==> config.mk <==
export PLATFORM = sky130hd
export DESIGN_NAME = psc_stage
export DESIGN_NICKNAME = d
export VERILOG_FILES = /design/src/include/psc_pkg.sv /design/src/rtl/psc_group_select.sv /design/src/rtl/psc_stage.sv
export SDC_FILE = /design/constraint.sdc
export NUM_CORES = 1
export LEC_CHECK = 0
export BUFFER_PORTS_ARGS = -buffer_cell sky130_fd_sc_hd__buf_4
export CORE_AREA = 5 5 202 204
export CTS_BUF_LIST = sky130_fd_sc_hd__clkbuf_16
export CTS_CLUSTER_DIAMETER = 30
export DETAILED_ROUTE_END_ITERATION = 10
export DIE_AREA = 0 0 207 209
export PLACE_DENSITY_LB_ADDON = 0.3
export SYNTH_ARGS = -nofsm -noshare
export SYNTH_HDL_FRONTEND = slang
export SYNTH_SLANG_ARGS = --single-unit
==> constraint.sdc <==
create_clock -name core_clk -period 32.4 [get_ports core_clk]
set_clock_uncertainty 0.2 [all_clocks]
set_input_delay 3.24 -clock core_clk [delete_from_list [all_inputs] [get_ports core_clk]]
set_output_delay 3.24 -clock core_clk [all_outputs]
set_load 0.1 [all_outputs]
==> src/include/psc_pkg.sv <==
// package: constants and types for the protection stage control block
package psc_pkg;
  localparam int unsigned psc_clk_hz = 100_000_000;
  localparam int unsigned psc_groups = 4;
  localparam int unsigned psc_inputs = 16;
  localparam int unsigned psc_sel_w = 5;
  localparam int unsigned psc_meas_w = 16;
  localparam int unsigned psc_dly_w = 32;
  // panel inactivity time before the test force flag clears
  localparam int unsigned psc_force_timeout_s = 300;
  localparam longint unsigned psc_force_cycles = longint'(psc_force_timeout_s) * psc_clk_hz;
  // fault clearance detection bound, in ms
  localparam int unsigned psc_retard_ms = 50;
  localparam int unsigned psc_retard_cycles = psc_retard_ms * (psc_clk_hz / 1000);
  // reset delay upper bound, in ms
  localparam int unsigned psc_reset_max_ms = 95;
  localparam int unsigned psc_reset_max_cycles = psc_reset_max_ms * (psc_clk_hz / 1000);
  // reset values
  localparam logic [1:0] psc_group_rst = 2'h0;
  localparam logic [psc_dly_w-1:0] psc_cnt_rst = 32'h0;
  // stage status, gray coded along idle -> start -> trip
  typedef enum logic [1:0] {
    psc_idle = 2'b00,
    psc_start = 2'b01,
    psc_trip = 2'b11,
    psc_blocked = 2'b10
  } psc_state_e;
endpackage : psc_pkg

==> src/rtl/psc_group_select.sv <==
// setting group selection from assigned digital or virtual inputs
`timescale 1ns/1ps
`default_nettype none
module psc_group_select (
  input wire logic core_clk,
  input wire logic rst,
  input wire logic [psc_pkg::psc_inputs-1:0] digital_input,
  input wire logic [3:0] virtual_input,
  input wire logic [4*psc_pkg::psc_sel_w-1:0] group_control_input_select,
  input wire logic [3:0] group_control_enable,
  input wire logic [1:0] default_group_select,
  input wire logic group_priority_order,
  output logic [1:0] active_group
);
  import psc_pkg::*;
  // combined source vector: digital inputs, then virtual inputs
  logic [psc_inputs+3:0] src;
  logic [3:0] req;
  logic [1:0] next_group;
  assign src = {virtual_input, digital_input};
  // one selector per group
  genvar g;
  generate
    for (g = 0; g < 4; g++) begin : g_sel
      logic [psc_sel_w-1:0] sel;
      assign sel = group_control_input_select[g*psc_sel_w +: psc_sel_w];
      // out of range selections read as inactive
      assign req[g] = group_control_enable[g] && (sel < psc_sel_w'(psc_inputs + 4))
                      && src[sel]; // RQ4 RQ5
    end
  endgenerate
  // priority resolution, default when nothing asserted
  always_comb begin
    next_group = default_group_select; // RQ2
    if (group_priority_order) begin
      // descending: highest number wins
      for (int i = 0; i < 4; i++) begin
        if (req[i]) next_group = 2'(i); // RQ3 RQ1
      end
    end else begin
      // ascending: lowest number wins
      for (int i = 3; i >= 0; i--) begin
        if (req[i]) next_group = 2'(i); // RQ3 RQ1
      end
    end
  end
  // registered so every stage parameter switches on one edge
  always_ff @(posedge core_clk) begin
    if (rst) active_group <= psc_group_rst;
    else active_group <= next_group; // RQ23
  end
endmodule // psc_group_select
`default_nettype wire

==> src/rtl/psc_stage.sv <==
// protection stage control: groups, comparator, status machine, force flag
`timescale 1ns/1ps
`default_nettype none
// Function
// RQ1 - active group input selects its group
// RQ2 - no input active uses default group
// RQ3 - priority order resolves simultaneous group inputs
// RQ4 - four groups, each any digital input
// RQ5 - virtual inputs may select group
// RQ6 - status idle, blocked, start or trip
// RQ7 - start state counts operate delay
// RQ8 - trip holds while fault persists
// RQ9 - start output on fault detection
// RQ10 - trip after delay unless fault gone
// RQ11 - force flag clears after panel idle
// RQ12 - block input accepted by stage; the code ignores it on arc stages (arc_stage)
// RQ13 - blocked stage does not pick up
// RQ14 - blocking freezes operate delay counter
// RQ15 - block after trip has no effect
// RQ16 - fault clearance seen under 50 ms
// RQ17 - outputs release after reset delay unless latched
// RQ18 - reset delay below 95 ms; the code does not limit reset_delay to it
// RQ19 - comparators use hysteresis dead band
// RQ20 - start and trip routed to matrix
// RQ21 - current thresholds scaled by variant reference
// RQ22 - return to idle after reset delay
// RQ23 - group change switches all settings together
module psc_stage #(
  parameter longint unsigned force_cycles = psc_pkg::psc_force_cycles
) (
  input wire logic core_clk,
  input wire logic rst,
  input wire logic [psc_pkg::psc_inputs-1:0] digital_input,
  input wire logic [3:0] virtual_input,
  input wire logic [4*psc_pkg::psc_sel_w-1:0] group_control_input_select,
  input wire logic [3:0] group_control_enable,
  input wire logic [1:0] default_group_select,
  input wire logic group_priority_order,
  input wire logic [4*psc_pkg::psc_meas_w-1:0] pickup_pu,
  input wire logic [4*psc_pkg::psc_meas_w-1:0] hyst_pu,
  input wire logic [4*psc_pkg::psc_dly_w-1:0] operate_delay,
  input wire logic [4*psc_pkg::psc_dly_w-1:0] reset_delay,
  input wire logic [psc_pkg::psc_meas_w-1:0] measured,
  input wire logic [psc_pkg::psc_meas_w-1:0] motor_rated_current,
  input wire logic [psc_pkg::psc_meas_w-1:0] nominal_current,
  input wire logic motor_variant,
  input wire logic motor_only,
  input wire logic less_than,
  input wire logic arc_stage,
  input wire logic block_in,
  input wire logic latch_enable,
  input wire logic latch_release,
  input wire logic force_set,
  input wire logic force_start,
  input wire logic force_trip,
  input wire logic panel_button,
  output logic [1:0] active_group,
  output logic [1:0] stage_status,
  output logic start_out,
  output logic trip_out,
  output logic force_flag
);
  import psc_pkg::*;
  // two-flop synchronisers for pin-level inputs
  logic [psc_inputs-1:0] di_s1, di_s2;
  logic blk_s1, blk_s2, btn_s1, btn_s2, btn_d;
  // selected group settings
  logic [1:0] grp;
  logic [psc_meas_w-1:0] pickup, hyst;
  logic [psc_dly_w-1:0] op_dly, rst_dly;
  // scaled threshold and comparator
  logic [psc_meas_w-1:0] ref_cur;
  logic [2*psc_meas_w-1:0] thr_wide;
  logic [psc_meas_w-1:0] thr_on, thr_off;
  logic fault, next_fault, fault_q;
  logic blocked_eff;
  // status machine and counters
  psc_state_e state, next_state;
  logic [psc_dly_w-1:0] op_cnt, rs_cnt;
  logic releasing;
  logic latched;
  logic [63:0] idle_cnt;

  // synchronise digital inputs, block and panel button
  always_ff @(posedge core_clk) begin
    if (rst) begin
      di_s1 <= '0;
      di_s2 <= '0;
      blk_s1 <= 1'b0;
      blk_s2 <= 1'b0;
      btn_s1 <= 1'b0;
      btn_s2 <= 1'b0;
      btn_d <= 1'b0;
    end else begin
      di_s1 <= digital_input;
      di_s2 <= di_s1;
      blk_s1 <= block_in;
      blk_s2 <= blk_s1;
      btn_s1 <= panel_button;
      btn_s2 <= btn_s1;
      btn_d <= btn_s2;
    end
  end

  // group selection; registered group feeds every setting mux at once
  psc_group_select u_grp (
    .core_clk(core_clk),
    .rst(rst),
    .digital_input(di_s2),
    .virtual_input(virtual_input),
    .group_control_input_select(group_control_input_select),
    .group_control_enable(group_control_enable),
    .default_group_select(default_group_select),
    .group_priority_order(group_priority_order),
    .active_group(grp)
  );

  // setting mux from the single registered group index
  assign pickup = pickup_pu[grp*psc_meas_w +: psc_meas_w]; // RQ23
  assign hyst = hyst_pu[grp*psc_meas_w +: psc_meas_w]; // RQ23
  assign op_dly = operate_delay[grp*psc_dly_w +: psc_dly_w]; // RQ23
  assign rst_dly = reset_delay[grp*psc_dly_w +: psc_dly_w]; // RQ23

  // reference current: motor rating on motor builds or motor-only stages
  assign ref_cur = (motor_variant || motor_only) ? motor_rated_current
                                                 : nominal_current; // RQ21
  // pickup is per unit in 8.8 fixed point
  assign thr_wide = pickup * ref_cur; // RQ21
  assign thr_on = thr_wide[psc_meas_w+7:8];
  // dead band; saturate so the band never wraps
  always_comb begin
    if (less_than) begin
      thr_off = (thr_on > ~hyst) ? '1 : thr_on + hyst;
    end else begin
      thr_off = (thr_on < hyst) ? '0 : thr_on - hyst;
    end
  end

  // hysteresis comparator: pick up past threshold, drop out past the band
  always_comb begin
    next_fault = fault_q;
    if (less_than) begin
      if (measured < thr_on) next_fault = 1'b1; // RQ19
      else if (measured > thr_off) next_fault = 1'b0; // RQ19
    end else begin
      if (measured > thr_on) next_fault = 1'b1; // RQ19
      else if (measured < thr_off) next_fault = 1'b0; // RQ19
    end
  end

  always_ff @(posedge core_clk) begin
    if (rst) fault_q <= 1'b0;
    else fault_q <= next_fault;
  end

  // test forcing counts as a fault while the flag is set
  assign fault = fault_q || (force_flag && (force_start || force_trip));
  // arc stages ignore blocking
  assign blocked_eff = blk_s2 && !arc_stage; // RQ12
  assign releasing = (rs_cnt >= rst_dly); // RQ18

  // status transitions
  always_comb begin
    next_state = state;
    case (state)
      psc_idle: begin
        if (fault && blocked_eff) next_state = psc_blocked; // RQ13
        else if (fault) next_state = psc_start; // RQ9
      end
      psc_blocked: begin
        if (!fault) next_state = psc_idle;
        else if (!blocked_eff) next_state = psc_start; // RQ14
      end
      psc_start: begin
        if (!fault) next_state = psc_idle; // RQ10 RQ16
        else if (blocked_eff) next_state = psc_blocked; // RQ14
        else if ((op_cnt + 32'h1 >= op_dly) || (force_flag && force_trip))
          next_state = psc_trip; // RQ10
      end
      psc_trip: begin
        // block ignored here; leave only after reset delay and no latch
        if (!fault && releasing && !latched) next_state = psc_idle; // RQ8 RQ15 RQ17 RQ22
      end
      default: next_state = psc_idle;
    endcase
  end

  always_ff @(posedge core_clk) begin
    if (rst) state <= psc_idle;
    else state <= next_state; // RQ6
  end

  // operate delay counter: runs in start, frozen while blocked
  always_ff @(posedge core_clk) begin
    if (rst) op_cnt <= psc_cnt_rst;
    else if (!fault) op_cnt <= psc_cnt_rst; // RQ14
    else if (state == psc_start && !blocked_eff) op_cnt <= op_cnt + 32'h1; // RQ7
  end

  // reset delay counter: runs after the fault clears in trip
  always_ff @(posedge core_clk) begin
    if (rst) rs_cnt <= psc_cnt_rst;
    else if (state != psc_trip || fault) rs_cnt <= psc_cnt_rst;
    else if (!releasing) rs_cnt <= rs_cnt + 32'h1; // RQ17
  end

  // latch arms only on entry to trip, so a release pulse is not re-armed at once
  always_ff @(posedge core_clk) begin
    if (rst) latched <= 1'b0;
    else if (next_state == psc_trip && state != psc_trip && latch_enable) latched <= 1'b1;
    else if (latch_release) latched <= 1'b0;
  end

  // registered outputs for the output matrix
  always_ff @(posedge core_clk) begin
    if (rst) begin
      start_out <= 1'b0;
      trip_out <= 1'b0;
      stage_status <= 2'h0;
      active_group <= psc_group_rst;
    end else begin
      start_out <= (next_state == psc_start) || (next_state == psc_trip); // RQ9 RQ20
      trip_out <= (next_state == psc_trip); // RQ10 RQ20
      stage_status <= next_state; // RQ6
      active_group <= grp;
    end
  end

  // force flag: set by request, cleared after panel inactivity
  always_ff @(posedge core_clk) begin
    if (rst) begin
      force_flag <= 1'b0;
      idle_cnt <= 64'h0;
    end else begin
      if (btn_s2 != btn_d || force_set) idle_cnt <= 64'h0;
      else if (force_flag) idle_cnt <= idle_cnt + 64'h1;
      if (force_set) force_flag <= 1'b1;
      else if (idle_cnt + 64'h1 >= force_cycles) force_flag <= 1'b0; // RQ11
    end
  end

  // checks
  chk_block_no_pickup: assert property (@(posedge core_clk) disable iff (rst)
    (state == psc_idle && blocked_eff && fault) |=> (state == psc_blocked)) // RQ13
    else $error("blocked fault must not start");
  chk_trip_ignores_block: assert property (@(posedge core_clk) disable iff (rst)
    (state == psc_trip && fault) |=> (state == psc_trip)) // RQ15
    else $error("trip left while fault present");
  chk_freeze_count: assert property (@(posedge core_clk) disable iff (rst)
    (state == psc_blocked && fault && $past(fault)) |-> $stable(op_cnt)) // RQ14
    else $error("delay counter moved while blocked");
  chk_trip_needs_fault: assert property (@(posedge core_clk) disable iff (rst)
    $rose(trip_out) |-> $past(fault)) // RQ10
    else $error("trip without fault");
  chk_start_follow: assert property (@(posedge core_clk) disable iff (rst)
    (state == psc_idle && fault && !blocked_eff) |=> start_out) // RQ9
    else $error("start not raised on fault");
  chk_clear_fast: assert property (@(posedge core_clk) disable iff (rst)
    (state == psc_start && !fault) |=> ##[0:2] (state == psc_idle)) // RQ16
    else $error("fault clearance not seen");
  chk_trip_implies_start: assert property (@(posedge core_clk) disable iff (rst)
    trip_out |-> start_out) // RQ20
    else $error("trip without start");
  chk_force_clear: assert property (@(posedge core_clk) disable iff (rst)
    (force_flag && !force_set && idle_cnt + 64'h1 >= force_cycles) |=> !force_flag) // RQ11
    else $error("force flag did not clear");
  chk_group_stable: assert property (@(posedge core_clk) disable iff (rst)
    active_group == $past(grp)) // RQ23
    else $error("group output mismatch");
endmodule // psc_stage
`default_nettype wire

-- Yosys cells after proc, flatten, opt, wreduce, memory -nomap -nowiden
Cells that the tools add are included.
- register bits: 176
- latch bits: 0
- memory bits (writable): 0
- memory bits (read-only): 0
- bits of input ports: 492
- output and inout port bits: 7
- word-level logic and storage cells: 130
- memories kept: 0
- add/sub/neg operators: 5
- $mul: 1
- divide/modulo/power cells: 0
- order comparisons: 17
- eq/ne operators: 8
- shifts and indexed selects: 4
- muxes and demuxes: 39
- bitwise gates (word level): 2
- reductions and logical operators: 36
- operators by type and width (cell ; count):
    variable part select 128 x 8 -> 32 bit ; 2
    variable part select 64 x 7 -> 16 bit ; 2
    adder 32 x 1 -> 32 bit (second input constant) ; 2
    adder 64 x 1 -> 64 bit (second input constant) ; 1
    greater-or-equal comparator 32 bit ; 2
    greater-or-equal comparator 64 x 35 -> 1 bit (second input constant) ; 1
    2-to-1 mux 16 bit ; 4
    greater-than comparator 16 bit ; 3
    less-than comparator 16 bit ; 3
    2-to-1 mux 2 bit ; 17
    less-than comparator 5 x 6 -> 1 bit (second input constant) ; 4
    multiplier 16 x 16 -> 24 bit ; 1
    binary-select mux 1 bit (select 5 bit) ; 4
    less-than comparator 5 bit (second input constant) ; 4
    logical AND 1 bit ; 17
    adder 16 bit ; 1
    inverter 16 bit ; 1
    subtractor 16 bit ; 1
    2-to-1 mux 1 bit ; 13
    case mux 2 bit (4 select lines) ; 1
    logical OR 1 bit ; 7
    equality test 2 bit (second input constant) ; 3
    OR reduction 2 bit ; 3
    equality test 2 x 1 -> 1 bit (second input constant) ; 2
    9 further kinds ; 13

-- Longest topological paths before layout
Gate-level depths: netlist of run 1.
- depth after elaboration: 12
- depth in mapped cells: 54
- mapped depth without buffers: 48

-- Hierarchy
From an unflattened synthesis of run 1, not the netlist that was laid out.
- cells, all modules: 2624
- area total of the unflattened synthesis: 22521.6 um^2
- modules (own cells, without submodules) (module ; times used ; cells each ; area each (um^2) ; sequential area each (um^2)):
    psc_stage ; 1 ; 2544 ; 21629.5 ; 3463.3
    psc_group_select ; 1 ; 80 ; 892.1 ; 40.0

-- Worst setup path before layout of run 1
OpenSTA, ideal clock, no wires.
- path kind: input-to-reg
- start: in motor_only
- end: reg fault_q
- library setup time: 0.127 ns
- arrival time: 13.990 ns
- data required time: 32.073 ns
- path slack: 18.083 ns
- cell stages on the path: 42
- path buffers: 5
- cells stage by stage: nor2_2 > clkbuf_1 > clkbuf_1 > mux2_2 > clkbuf_1 > nand2_1 > fa_1 > fa_1 > fa_1 > inv_1 > fa_1 > fa_1 > inv_1 > fa_1 > inv_1 > ha_1 > a21o_1 > a21o_1 > [... 6 more ...] > ha_1 > clkbuf_1 > or4_1 > a21o_1 > a21oi_1 > clkbuf_1 > o221ai_1 > ha_1 > nor2b_1 > o21a_1 > o21a_1 > o21a_1 > o21a_1 > o21ai_0 > a32oi_1 > mux2i_1 > a32o_1 > or3b_1
- longest elaborated chain between the ends: 9
- elaborated cells on any way between the ends: 20
- those cells by class: add/sub: 2; mul: 1; order compare: 6; eq/ne: 1; mux: 7; reduce/logical: 3
- ends and longest elaborated chain (item ; line ; RTL):
    start: declaration ; psc_stage.sv:47 ; input wire logic motor_only,
    logical OR 1 bit * ; psc_stage.sv:125 ; assign ref_cur = (motor_variant || motor_only) ? motor_rated_current
    2-to-1 mux 16 bit * ; psc_stage.sv:125 ;
    multiplier 16 x 16 -> 24 bit * ; psc_stage.sv:128 ; assign thr_wide = pickup * ref_cur;
    subtractor 16 bit, or another cell as far along ; psc_stage.sv:135 ; thr_off = (thr_on < hyst) ? '0 : thr_on - hyst;
    2-to-1 mux 16 bit (on tied branches) ; psc_stage.sv:135, psc_stage.sv:133 ;
    2-to-1 mux 16 bit ; psc_stage.sv:132 ; if (less_than) begin
    greater-than comparator 16 bit or less-than comparator 16 bit (tied branches) ; psc_stage.sv:144, psc_stage.sv:147 ;
    inequality test 3 x 1 -> 1 bit (no source line) or nonzero test 3 bit (tied branches) ; - ;
    AND reduction 2 bit (no source line) ; - ;
    end signal: assignment ; psc_stage.sv:153 ; else fault_q <= next_fault;
    end: declaration ; psc_stage.sv:75 ; logic fault, next_fault, fault_q;
Every way passes the cells marked *; elsewhere a longest branch is shown, timed or not.
A chain may end at the register's enable or synchronous reset.

-- Worst setup path after layout of run 1
Same ends and word-level chain as after synthesis.

==> results of run 1 <==
==> synth_stat cells, types with 31 or more instances <==
| cell | count |
|---|---|
| sky130_fd_sc_hd__a21o_1 | 41 |
| sky130_fd_sc_hd__or3_1 | 39 |
| sky130_fd_sc_hd__mux4_2 | 109 |
| sky130_fd_sc_hd__inv_1 | 354 |
| sky130_fd_sc_hd__nor2_1 | 225 |
| sky130_fd_sc_hd__nand3_1 | 71 |
| sky130_fd_sc_hd__nand2b_1 | 31 |
| sky130_fd_sc_hd__xor2_1 | 92 |
| sky130_fd_sc_hd__nor3_1 | 45 |
| sky130_fd_sc_hd__dfxtp_1 | 175 |
| sky130_fd_sc_hd__nor2b_1 | 75 |
| sky130_fd_sc_hd__a21oi_1 | 112 |
| sky130_fd_sc_hd__mux2i_1 | 37 |
| sky130_fd_sc_hd__o21ai_0 | 83 |
| sky130_fd_sc_hd__ha_1 | 198 |
| sky130_fd_sc_hd__nand2_1 | 256 |
| sky130_fd_sc_hd__clkbuf_1 | 104 |
| sky130_fd_sc_hd__xnor2_1 | 77 |
| sky130_fd_sc_hd__nand4_1 | 47 |
| sky130_fd_sc_hd__fa_1 | 169 |
==> critical path: cells and delay by family <==
kind,cells,cell delay [ns]
AO/OA/AOI/OAI,13,4.36
adder cells (fa/ha/maj),9,3.30
AND/OR/NAND/NOR,8,2.14
buffers and inverters,9,1.07
multiplexers,2,0.37
XOR/XNOR,1,0.22
==> logic make-up (layout without fill, tap and decap cells) <==
| logic type | count (synthesis) | in the layout | synth area share |
|---|---|---|---|
| multiplexers | 167 | 167 | 0.136 |
| AO/OA/AOI/OAI | 387 | 387 | 0.109 |
| adder cells (fa/ha/maj) | 367 | 367 | 0.259 |
| other | 0 | 4 | 0 |
| flip-flops | 175 | 175 | 0.155 |
| XOR/XNOR | 169 | 169 | 0.0655 |
| buffers and inverters | 475 | 902 | 0.0793 |
| AND/OR/NAND/NOR | 909 | 909 | 0.196 |
==> sequential cells by signal (all words and copies together), names as in the netlist <==
name / flops
trip_out: 1
u_grp.active_group: 2
start_out: 1
btn_d: 1
idle_cnt: 64
latched: 1
btn_s2: 1
op_cnt: 32
di_s1: 16
di_s2: 16
blk_s1: 1
fault_q: 1
stage_status: 1
btn_s1: 1
blk_s2: 1
rs_cnt: 32
active_group: 2
force_flag: 1
==> area by class of cell <==
type / count / area [sq um]
clock inverters: 15 / 178
flip-flops and latches: 175 / 3510
inverters: 355 / 1330
diodes: 4 / 10.0
fillers: 3150 / 11800
well taps: 525 / 657
clock buffers: 17 / 425
multi-input cells: 1999 / 17300
repair buffers: 515 / 3870
==> metal layers <==
metal | wire length [microns] | global-route usage | part of all wire | vias to the layer above
met5 | 0 | 0 | 0 | -
met4 | 3350 | 0.140 | 0.047 | 0
met3 | 5200 | 0.0551 | 0.073 | 173
met2 | 36300 | 0.569 | 0.51 | 1039
met1 | 26600 | 0.379 | 0.37 | 10400
li1 | - | - | - | 9880
==> through the flow <==
stage          std cells  cell area (sq um)  worst slack [ns]  utilization  hold slack [ns]
6_report            3605              27300             17.77        0.698            0.233
5_1_grt             3605              27300             17.13        0.698            0.252
4_1_cts             3601              27300             17.82        0.698            0.237
3_5_place_dp        3569              26700             17.36        0.682            0.225
3_3_place_gp        3569              26700             17.81        0.682            0.220
2_1_floorplan       2649              22600             18.08            -            0.214
==> final timing paths <==
path / from / endpoint / slack, ns / depth (start not counted)
max: motor_only / fault_q$_SDFFE_PP0P_ / 17.77 / 42
min: di_s1[4]$_SDFF_PP0_ / di_s2[4]$_SDFF_PP0_ / 0.23 / 1
max reg2reg: u_grp.active_group[1]$_SDFF_PP0_ / fault_q$_SDFFE_PP0P_ / 19.79 / 39
min reg2reg: di_s1[4]$_SDFF_PP0_ / di_s2[4]$_SDFF_PP0_ / 0.23 / 1
==> impl_metrics.tcl, run 1 <==
set metrics [dict create \
    final_common_cell "sky130_fd_sc_hd__buf_4" \
    distinct_cell_type_count_of_the_synthesized_netlist 75 \
    routed_wire_length_per_instance_microns 19.8 \
    slew-limit-headroom 0.209 \
    cts.repair_timing.setup_buffer_count 0 \
    critical_path.max_stage_delay_ns 0.89 \
    portBuffers 498 \
    initial_core_util 0.578 \
    report.final.setup_viol 0 \
    synthesis.area_sq_mm 0.0226 \
    detail_route.iter0.violations 1809 \
    critical-path-top-cell-by-count "sky130_fd_sc_hd__inv_1" \
    core_sq_mm 0.0391 \
    first_global_vias 21800 \
    synthesis.yosys.warnings 0 \
    post_drt_via_cell_ratio 5.95 \
    overflow 0 \
    rsz0062_at_grt "no" \
    critPathKind "input port to flip-flop" \
    layout.cells.most_common_list "515 x sky130_fd_sc_hd__buf_4, 354 x sky130_fd_sc_hd__inv_1, 256 x sky130_fd_sc_hd__nand2_1" \
    finalSetupTns_ns 0 \
    place_hpwl_mm 59.6 \
    final_period_minus_worst_setup_slack_ns 14.63 \
    asyncSetResetFlopFracSynth 0 \
    synth.yosys.seq_area_share 0.155 \
    final-max-slew-violation-count 0 \
    avgSynthCellArea_sq_um 8.53 \
    crit_path_end_kind "flip-flop" \
    outcome "finished clean" \
    worst_setup_path_start_kind "input port" \
    grt_antenna_before_repair 4 \
    net_count_after_synthesis 3508 \
    critical_path.max_fanout 25 \
    cts.repair.resized 0 \
    syn_to_final_growth_pct 20.7 \
    worstPathArrival_ns 14.75 \
    cts-hold-fix-buffers 0 \
    dr_total_vias 21500 \
    cts_tree "built" \
    worst_ep_required_time_ns 32.51 \
    synth_largest_area_cell "sky130_fd_sc_hd__dfxtp_1" \
    final_hold_viol_count 0 \
    drive_gt1_frac 0.227 \
    drc_errors 0 \
    detail-route-antenna-nets 0 \
    num-nets-final 3922 \
    grt_first_pass_wirelength_mm 113 \
    die_h_microns 209 \
    holdCritPathClass "flip-flop to flip-flop" \
    yosys_most_used_dff "sky130_fd_sc_hd__dfxtp_1" \
    io-pin-count 499 \
    drt_first_pass_iters 6 \
    tritoncts_num_sinks 175 \
    longest_clk_path_bufs 2 \
    die_w_microns 207 \
    post_synth_main_area_contributors "sky130_fd_sc_hd__dfxtp_1 15%, sky130_fd_sc_hd__fa_1 15%, sky130_fd_sc_hd__ha_1 11%" \
    synth-edff-count 0 \
    rows 73 \
    die_area_sq_mm 0.0433 \
    timing.max_cap.violations 0 \
    clk_root_buffer_cell "sky130_fd_sc_hd__clkbuf_16" \
    synth_cells 2649 \
    fmax_ghz 0.0683 \
    cpMaxStageDelayCell "sky130_fd_sc_hd__a21oi_1" \
    largest_net_degree_at_the_start_of_global_routing 65 \
    place.gp.congestion 0.981 \
    cts_inserted_buffers 17 \
    post-route-period-util 0.452 \
    clock_tree.htree_level_count 4 \
    track_usage 0.319 \
    timing_worst_slew_pin_value_ns 1.18 \
    ys_ff_latch 175 \
    totalWireLength_mm 71.4 \
    cts.clk_slew.worst_paths_ns 0.08 \
    synth_largest_type_area_fraction 0.155 \
    clock_latency_on_the_worst_skew_pair_ns 0.44 \
]
Power of run 1 is left out: the tool's default activity adds up to more than one toggle a clock period on the data nets, which glitch-free logic cannot reach.
==> inputs of run 2 (changes only) <==
- CORE_AREA: 5 5 202 204 -> 5 5 215 217
- DIE_AREA: 0 0 207 209 -> 0 0 220 222
- clock period: 32.4 -> 12 ns (I/O delays scaled with it)
==> impl_metrics.tcl, run 2 (synthesis results as in run 1) <==
set metrics [dict create \
    fmax_ghz 0.0865 \
    timing.max_cap.violations 0 \
    worst_ep_required_time_ns 12.13 \
    core_sq_mm 0.0439 \
    first_global_vias 22000 \
    registers.top_by_ff_count "idle_cnt" \
    cts.clk_slew.worst_paths_ns 0.07 \
    worst_setup_path_start_kind "input port" \
    largest_net_degree_at_the_start_of_global_routing 65 \
    placed_cell_area_sq_mm 0.0270 \
    final_common_cell "sky130_fd_sc_hd__buf_4" \
    regToRegSetupSlack_ns 0.58 \
    final_period_minus_worst_setup_slack_ns 11.56 \
    largest_register_ffs 64 \
    num-fill-cells 3864 \
    grt_antenna_before_repair 5 \
    post_drt_via_cell_ratio 5.78 \
    cts_inserted_buffers 17 \
    postLayoutCellArea_sq_mm 0.0276 \
    track_usage 0.295 \
    die_w_microns 220 \
    die_area_sq_mm 0.0488 \
    outcome "finished clean" \
    post-place-cells 3661 \
    portBuffers 498 \
    die_h_microns 222 \
    finalSetupTns_ns 0 \
    final_hold_viol_count 0 \
    num-nets-final 3949 \
    critical-path-top-cell-by-count "sky130_fd_sc_hd__fa_1" \
    longest_clk_path_bufs 2 \
    worstPathArrival_ns 11.69 \
    timing_worst_slew_pin_value_ns 1.06 \
    post-route-period-util 0.963 \
    drive_gt1_frac 0.234 \
    min_path_cells 1 \
    detail-route-antenna-nets 0 \
    place_hpwl_mm 61.8 \
    top_regs "idle_cnt x64, op_cnt x32, rs_cnt x32" \
    rows 77 \
    cpMaxStageDelayCell "sky130_fd_sc_hd__or4_1" \
    layout.cells.most_common_list "538 x sky130_fd_sc_hd__buf_4, 355 x sky130_fd_sc_hd__inv_1, 256 x sky130_fd_sc_hd__nand2_1" \
    totalWireLength_mm 73.6 \
    overflow 0 \
    clock_latency_on_the_worst_skew_pair_ns 0.45 \
    tritoncts_num_sinks 175 \
    place.gp.congestion 0.974 \
    clk_root_buffer_cell "sky130_fd_sc_hd__clkbuf_16" \
    rsz0062_at_grt "no" \
    final-max-slew-violation-count 0 \
    routed_wire_length_per_instance_microns 19.9 \
    detail_route.iter0.violations 1400 \
    drt_first_pass_iters 6 \
    cts_tree "built" \
    report.final.setup_viol 0 \
    critical_path.max_fanout 25 \
    dr_total_vias 21400 \
    critPathKind "input port to flip-flop" \
    drc_errors 0 \
    crit_path_end_kind "flip-flop" \
    io-pin-count 499 \
    syn_to_final_growth_pct 22.1 \
    final_cell_count_no_fill 3700 \
    slew-limit-headroom 0.289 \
    cts-hold-fix-buffers 0 \
    clock_tree.htree_level_count 4 \
    initial_core_util 0.514 \
    grt_first_pass_wirelength_mm 115 \
    critical_path.max_stage_delay_ns 0.58 \
    r2r.worst_path.cells 42 \
    holdCritPathClass "flip-flop to flip-flop" \
]
==> run 2: changes by cell type in the layout (fill, tap and decap cells not counted), sizes merged <==
| cell | change |
|---|---|
| inv | +1 |
| clkinv | +1 |
| bufinv | -1 |
| diode | +1 |
| buf | +27 |
| clkinvlp | -1 |
==> run 2: critical path: cells and delay by family <==
family | cells | cell delay [ns]
adders and majority gates | 9 | 3.79
AOI/OAI and AO/OA | 14 | 2.84
and+or+nand+nor | 10 | 2.27
buffers and inverters | 8 | 0.91
muxes | 2 | 0.38
xor gates and xnor gates | 1 | 0.26
==> run 2: what timing repair did <==
| item | 4_1_cts | 5_1_grt |
|---|---|---|
| gates resized for setup | 0 | 8 |
| buffers inserted | 0 | 2 |
| setup endpoints to repair | 0 | 1 |
==> run 2: layout make-up <==
| type | count | area [sq um] | share of cell area |
|---|---|---|---|
| Multi-Input combinational cell | 1999 | 17300 | 0.628 |
| Timing Repair Buffer | 542 | 4090 | 0.148 |
| Sequential cell | 175 | 3510 | 0.127 |
| Inverter | 355 | 1330 | 0.0483 |
| Tap cell | 592 | 741 | 0.0268 |
| Clock buffer | 17 | 425 | 0.0154 |
| Clock inverter | 15 | 155 | 0.00562 |
| Antenna cell | 5 | 12.5 | 0.000453 |
==> run 2: per-stage QoR <==
stage	utilization	worst slack, ns	hold slack [ns]
final	0.628	0.444	0.241
after global routing	0.628	0.000399	0.248
after CTS	0.627	0.419	0.240
after detailed placement	0.614	-0.0343	0.224
after global placement	0.614	0.304	0.218
after floorplan	-	0.0182	0.214
==> run 2: metal layers <==
layer,global-route usage,share of wire
met1,0.343,0.37
met2,0.529,0.52
met3,0.0467,0.066
met4,0.133,0.045
met5,0,0
==> run 2: final timing paths <==
kind | from | end
worst max-delay path | motor_only | fault_q$_SDFFE_PP0P_
worst min register to register | btn_s1$_SDFF_PP0_ | btn_s2$_SDFF_PP0_
worst max register to register | u_grp.active_group[1]$_SDFF_PP0_ | fault_q$_SDFFE_PP0P_
worst min-delay path | btn_s1$_SDFF_PP0_ | btn_s2$_SDFF_PP0_
Power of run 2 is left out for the same reason.
==> inputs of run 3 (changes only) <==
- CORE_AREA: 5 5 215 217 -> 5 5 219 221
- DIE_AREA: 0 0 220 222 -> 0 0 224 226
==> impl_metrics.tcl, run 3 (synthesis results as in run 1) <==
set metrics [dict create \
    finalSetupTns_ns 0 \
    post-route-period-util 0.968 \
    track_usage 0.279 \
    crit_end "fault_q$_SDFFE_PP0P_" \
    first_global_vias 21300 \
    cpMaxStageDelayCell "sky130_fd_sc_hd__fa_1" \
    drt_first_pass_iters 5 \
    num-nets-final 3942 \
    regToRegSetupSlack_ns 0.58 \
    dr_total_vias 21300 \
    report.final.setup_viol 0 \
    critical-path-top-cell-by-count "sky130_fd_sc_hd__fa_1" \
    grt_first_pass_wirelength_mm 114 \
    worst_setup_path_start_kind "input port" \
    totalWireLength_mm 73.7 \
    detail_route.iter0.violations 1436 \
    layout.cells.most_common_list "532 x sky130_fd_sc_hd__buf_4, 354 x sky130_fd_sc_hd__inv_1, 256 x sky130_fd_sc_hd__nand2_1" \
    clk_root_buffer_cell "sky130_fd_sc_hd__clkbuf_16" \
    critical_path.max_stage_delay_ns 0.56 \
    rsz0062_at_grt "no" \
    r2r.worst_path.cells 41 \
    cts_inserted_buffers 17 \
    die_area_sq_mm 0.0506 \
    die_w_microns 224 \
    worstPathArrival_ns 11.74 \
    longest_clk_path_bufs 2 \
    tritoncts_num_sinks 175 \
    registers.top_by_ff_count "idle_cnt" \
    top_regs "idle_cnt x64, op_cnt x32, rs_cnt x32" \
    drc_errors 0 \
    rr_endpoint "fault_q$_SDFFE_PP0P_" \
    crit_path_end_kind "flip-flop" \
    r2r-start "u_grp.active_group[1]$_SDFF_PP0_" \
    place_hpwl_mm 62.1 \
    largest_net_degree_at_the_start_of_global_routing 55 \
    initial_core_util 0.492 \
    final_hold_viol_count 0 \
    core_sq_mm 0.0460 \
    critical_path.max_fanout 25 \
    io-pin-count 499 \
    cts.clk_slew.worst_paths_ns 0.08 \
    fmax_ghz 0.0861 \
    place.gp.congestion 0.954 \
    final_common_cell "sky130_fd_sc_hd__buf_4" \
    syn_to_final_growth_pct 22.4 \
    timing.critical_path.from "motor_only" \
    largest_register_ffs 64 \
    outcome "finished clean" \
    detail-route-antenna-nets 0 \
    timing.max_cap.violations 0 \
    post_drt_via_cell_ratio 5.73 \
    overflow 0 \
    final-max-slew-violation-count 0 \
    routed_wire_length_per_instance_microns 19.8 \
    critPathKind "input port to flip-flop" \
    clock_latency_on_the_worst_skew_pair_ns 0.45 \
    portBuffers 498 \
    slew-limit-headroom 0.288 \
    clock_tree.htree_level_count 4 \
    cts_tree "built" \
    holdCritPathClass "flip-flop to flip-flop" \
    rows 79 \
    drive_gt1_frac 0.232 \
    final_period_minus_worst_setup_slack_ns 11.62 \
    timing_worst_slew_pin_value_ns 1.06 \
    worst_ep_required_time_ns 12.13 \
    die_h_microns 226 \
    grt_antenna_before_repair 12 \
]
## run 3: changes by cell type in the layout (fill, tap and decap cells not counted), sizes merged
cell / delta
clkinv: -1
buf: -7
clkinvlp: -1
inv: -2
diode: +7
bufinv: +4
## run 3: repair_timing
| action | CTS | global route |
|---|---|---|
| setup buffers | 0 | 0 |
| endpoints found under the setup margin | 0 | 1 |
| resized for setup | 0 | 3 |
| hold endpoints to repair | 0 | 0 |
| hold buffers | 0 | 0 |
## run 3: worst min-delay path by stage
stage	startpoint	end	slack, ns	cells past startpoint
after floorplan	blk_s1$_SDFF_PP0_	blk_s2$_SDFF_PP0_	0.21	1
after global placement	di_s1[7]$_SDFF_PP0_	di_s2[7]$_SDFF_PP0_	0.22	1
after detailed placement	di_s1[5]$_SDFF_PP0_	di_s2[5]$_SDFF_PP0_	0.23	1
after CTS	di_s1[3]$_SDFF_PP0_	di_s2[3]$_SDFF_PP0_	0.24	1
after global routing	di_s1[3]$_SDFF_PP0_	di_s2[3]$_SDFF_PP0_	0.26	1
final	di_s1[3]$_SDFF_PP0_	di_s2[3]$_SDFF_PP0_	0.23	1
## run 3: worst max-delay path: cells and delay by family
| kind | cells | cell delay (ns) |
|---|---|---|
| AOI/OAI and AO/OA | 14 | 2.95 |
| adders and majority gates | 9 | 4.00 |
| buffers and inverters | 9 | 1.08 |
| muxes | 2 | 0.36 |
| and+or+nand+nor | 7 | 1.87 |
| xor gates and xnor gates | 1 | 0.24 |
## run 3: area by class of cell
cell class / instances / area [sq um]
inverters: 355 / 1330
multi-input cells: 1999 / 17300
repair buffers: 535 / 4050
clock buffers: 17 / 425
diodes: 12 / 30.0
well taps: 607 / 759
flip-flops and latches: 175 / 3510
clock inverters: 15 / 226
fillers: 3989 / 18300
## run 3: through the flow
stage	instance area, sq um	worst slack (ns)	cells	utilization	hold slack [ns]
after CTS	27600	0.524	3703	0.601	0.237
after floorplan	22600	0.0182	2649	-	0.214
final	27700	0.384	3715	0.602	0.232
after detailed placement	27000	0.0733	3671	0.586	0.226
after global placement	27000	0.423	3671	0.586	0.219
after global routing	27700	0.0247	3715	0.602	0.256
## run 3: per-layer routing
metal  wire length [microns]  track usage  vias to the layer above  part of all wire
met1                   27700        0.329                    10400              0.38
met2                   39200        0.515                      809              0.53
met4                    2430        0.108                        0             0.033
li1                        -            -                     9904                 -
met5                       0            0                        -                 0
met3                    4310       0.0374                      126             0.059
Power of run 3 is left out for the same reason.
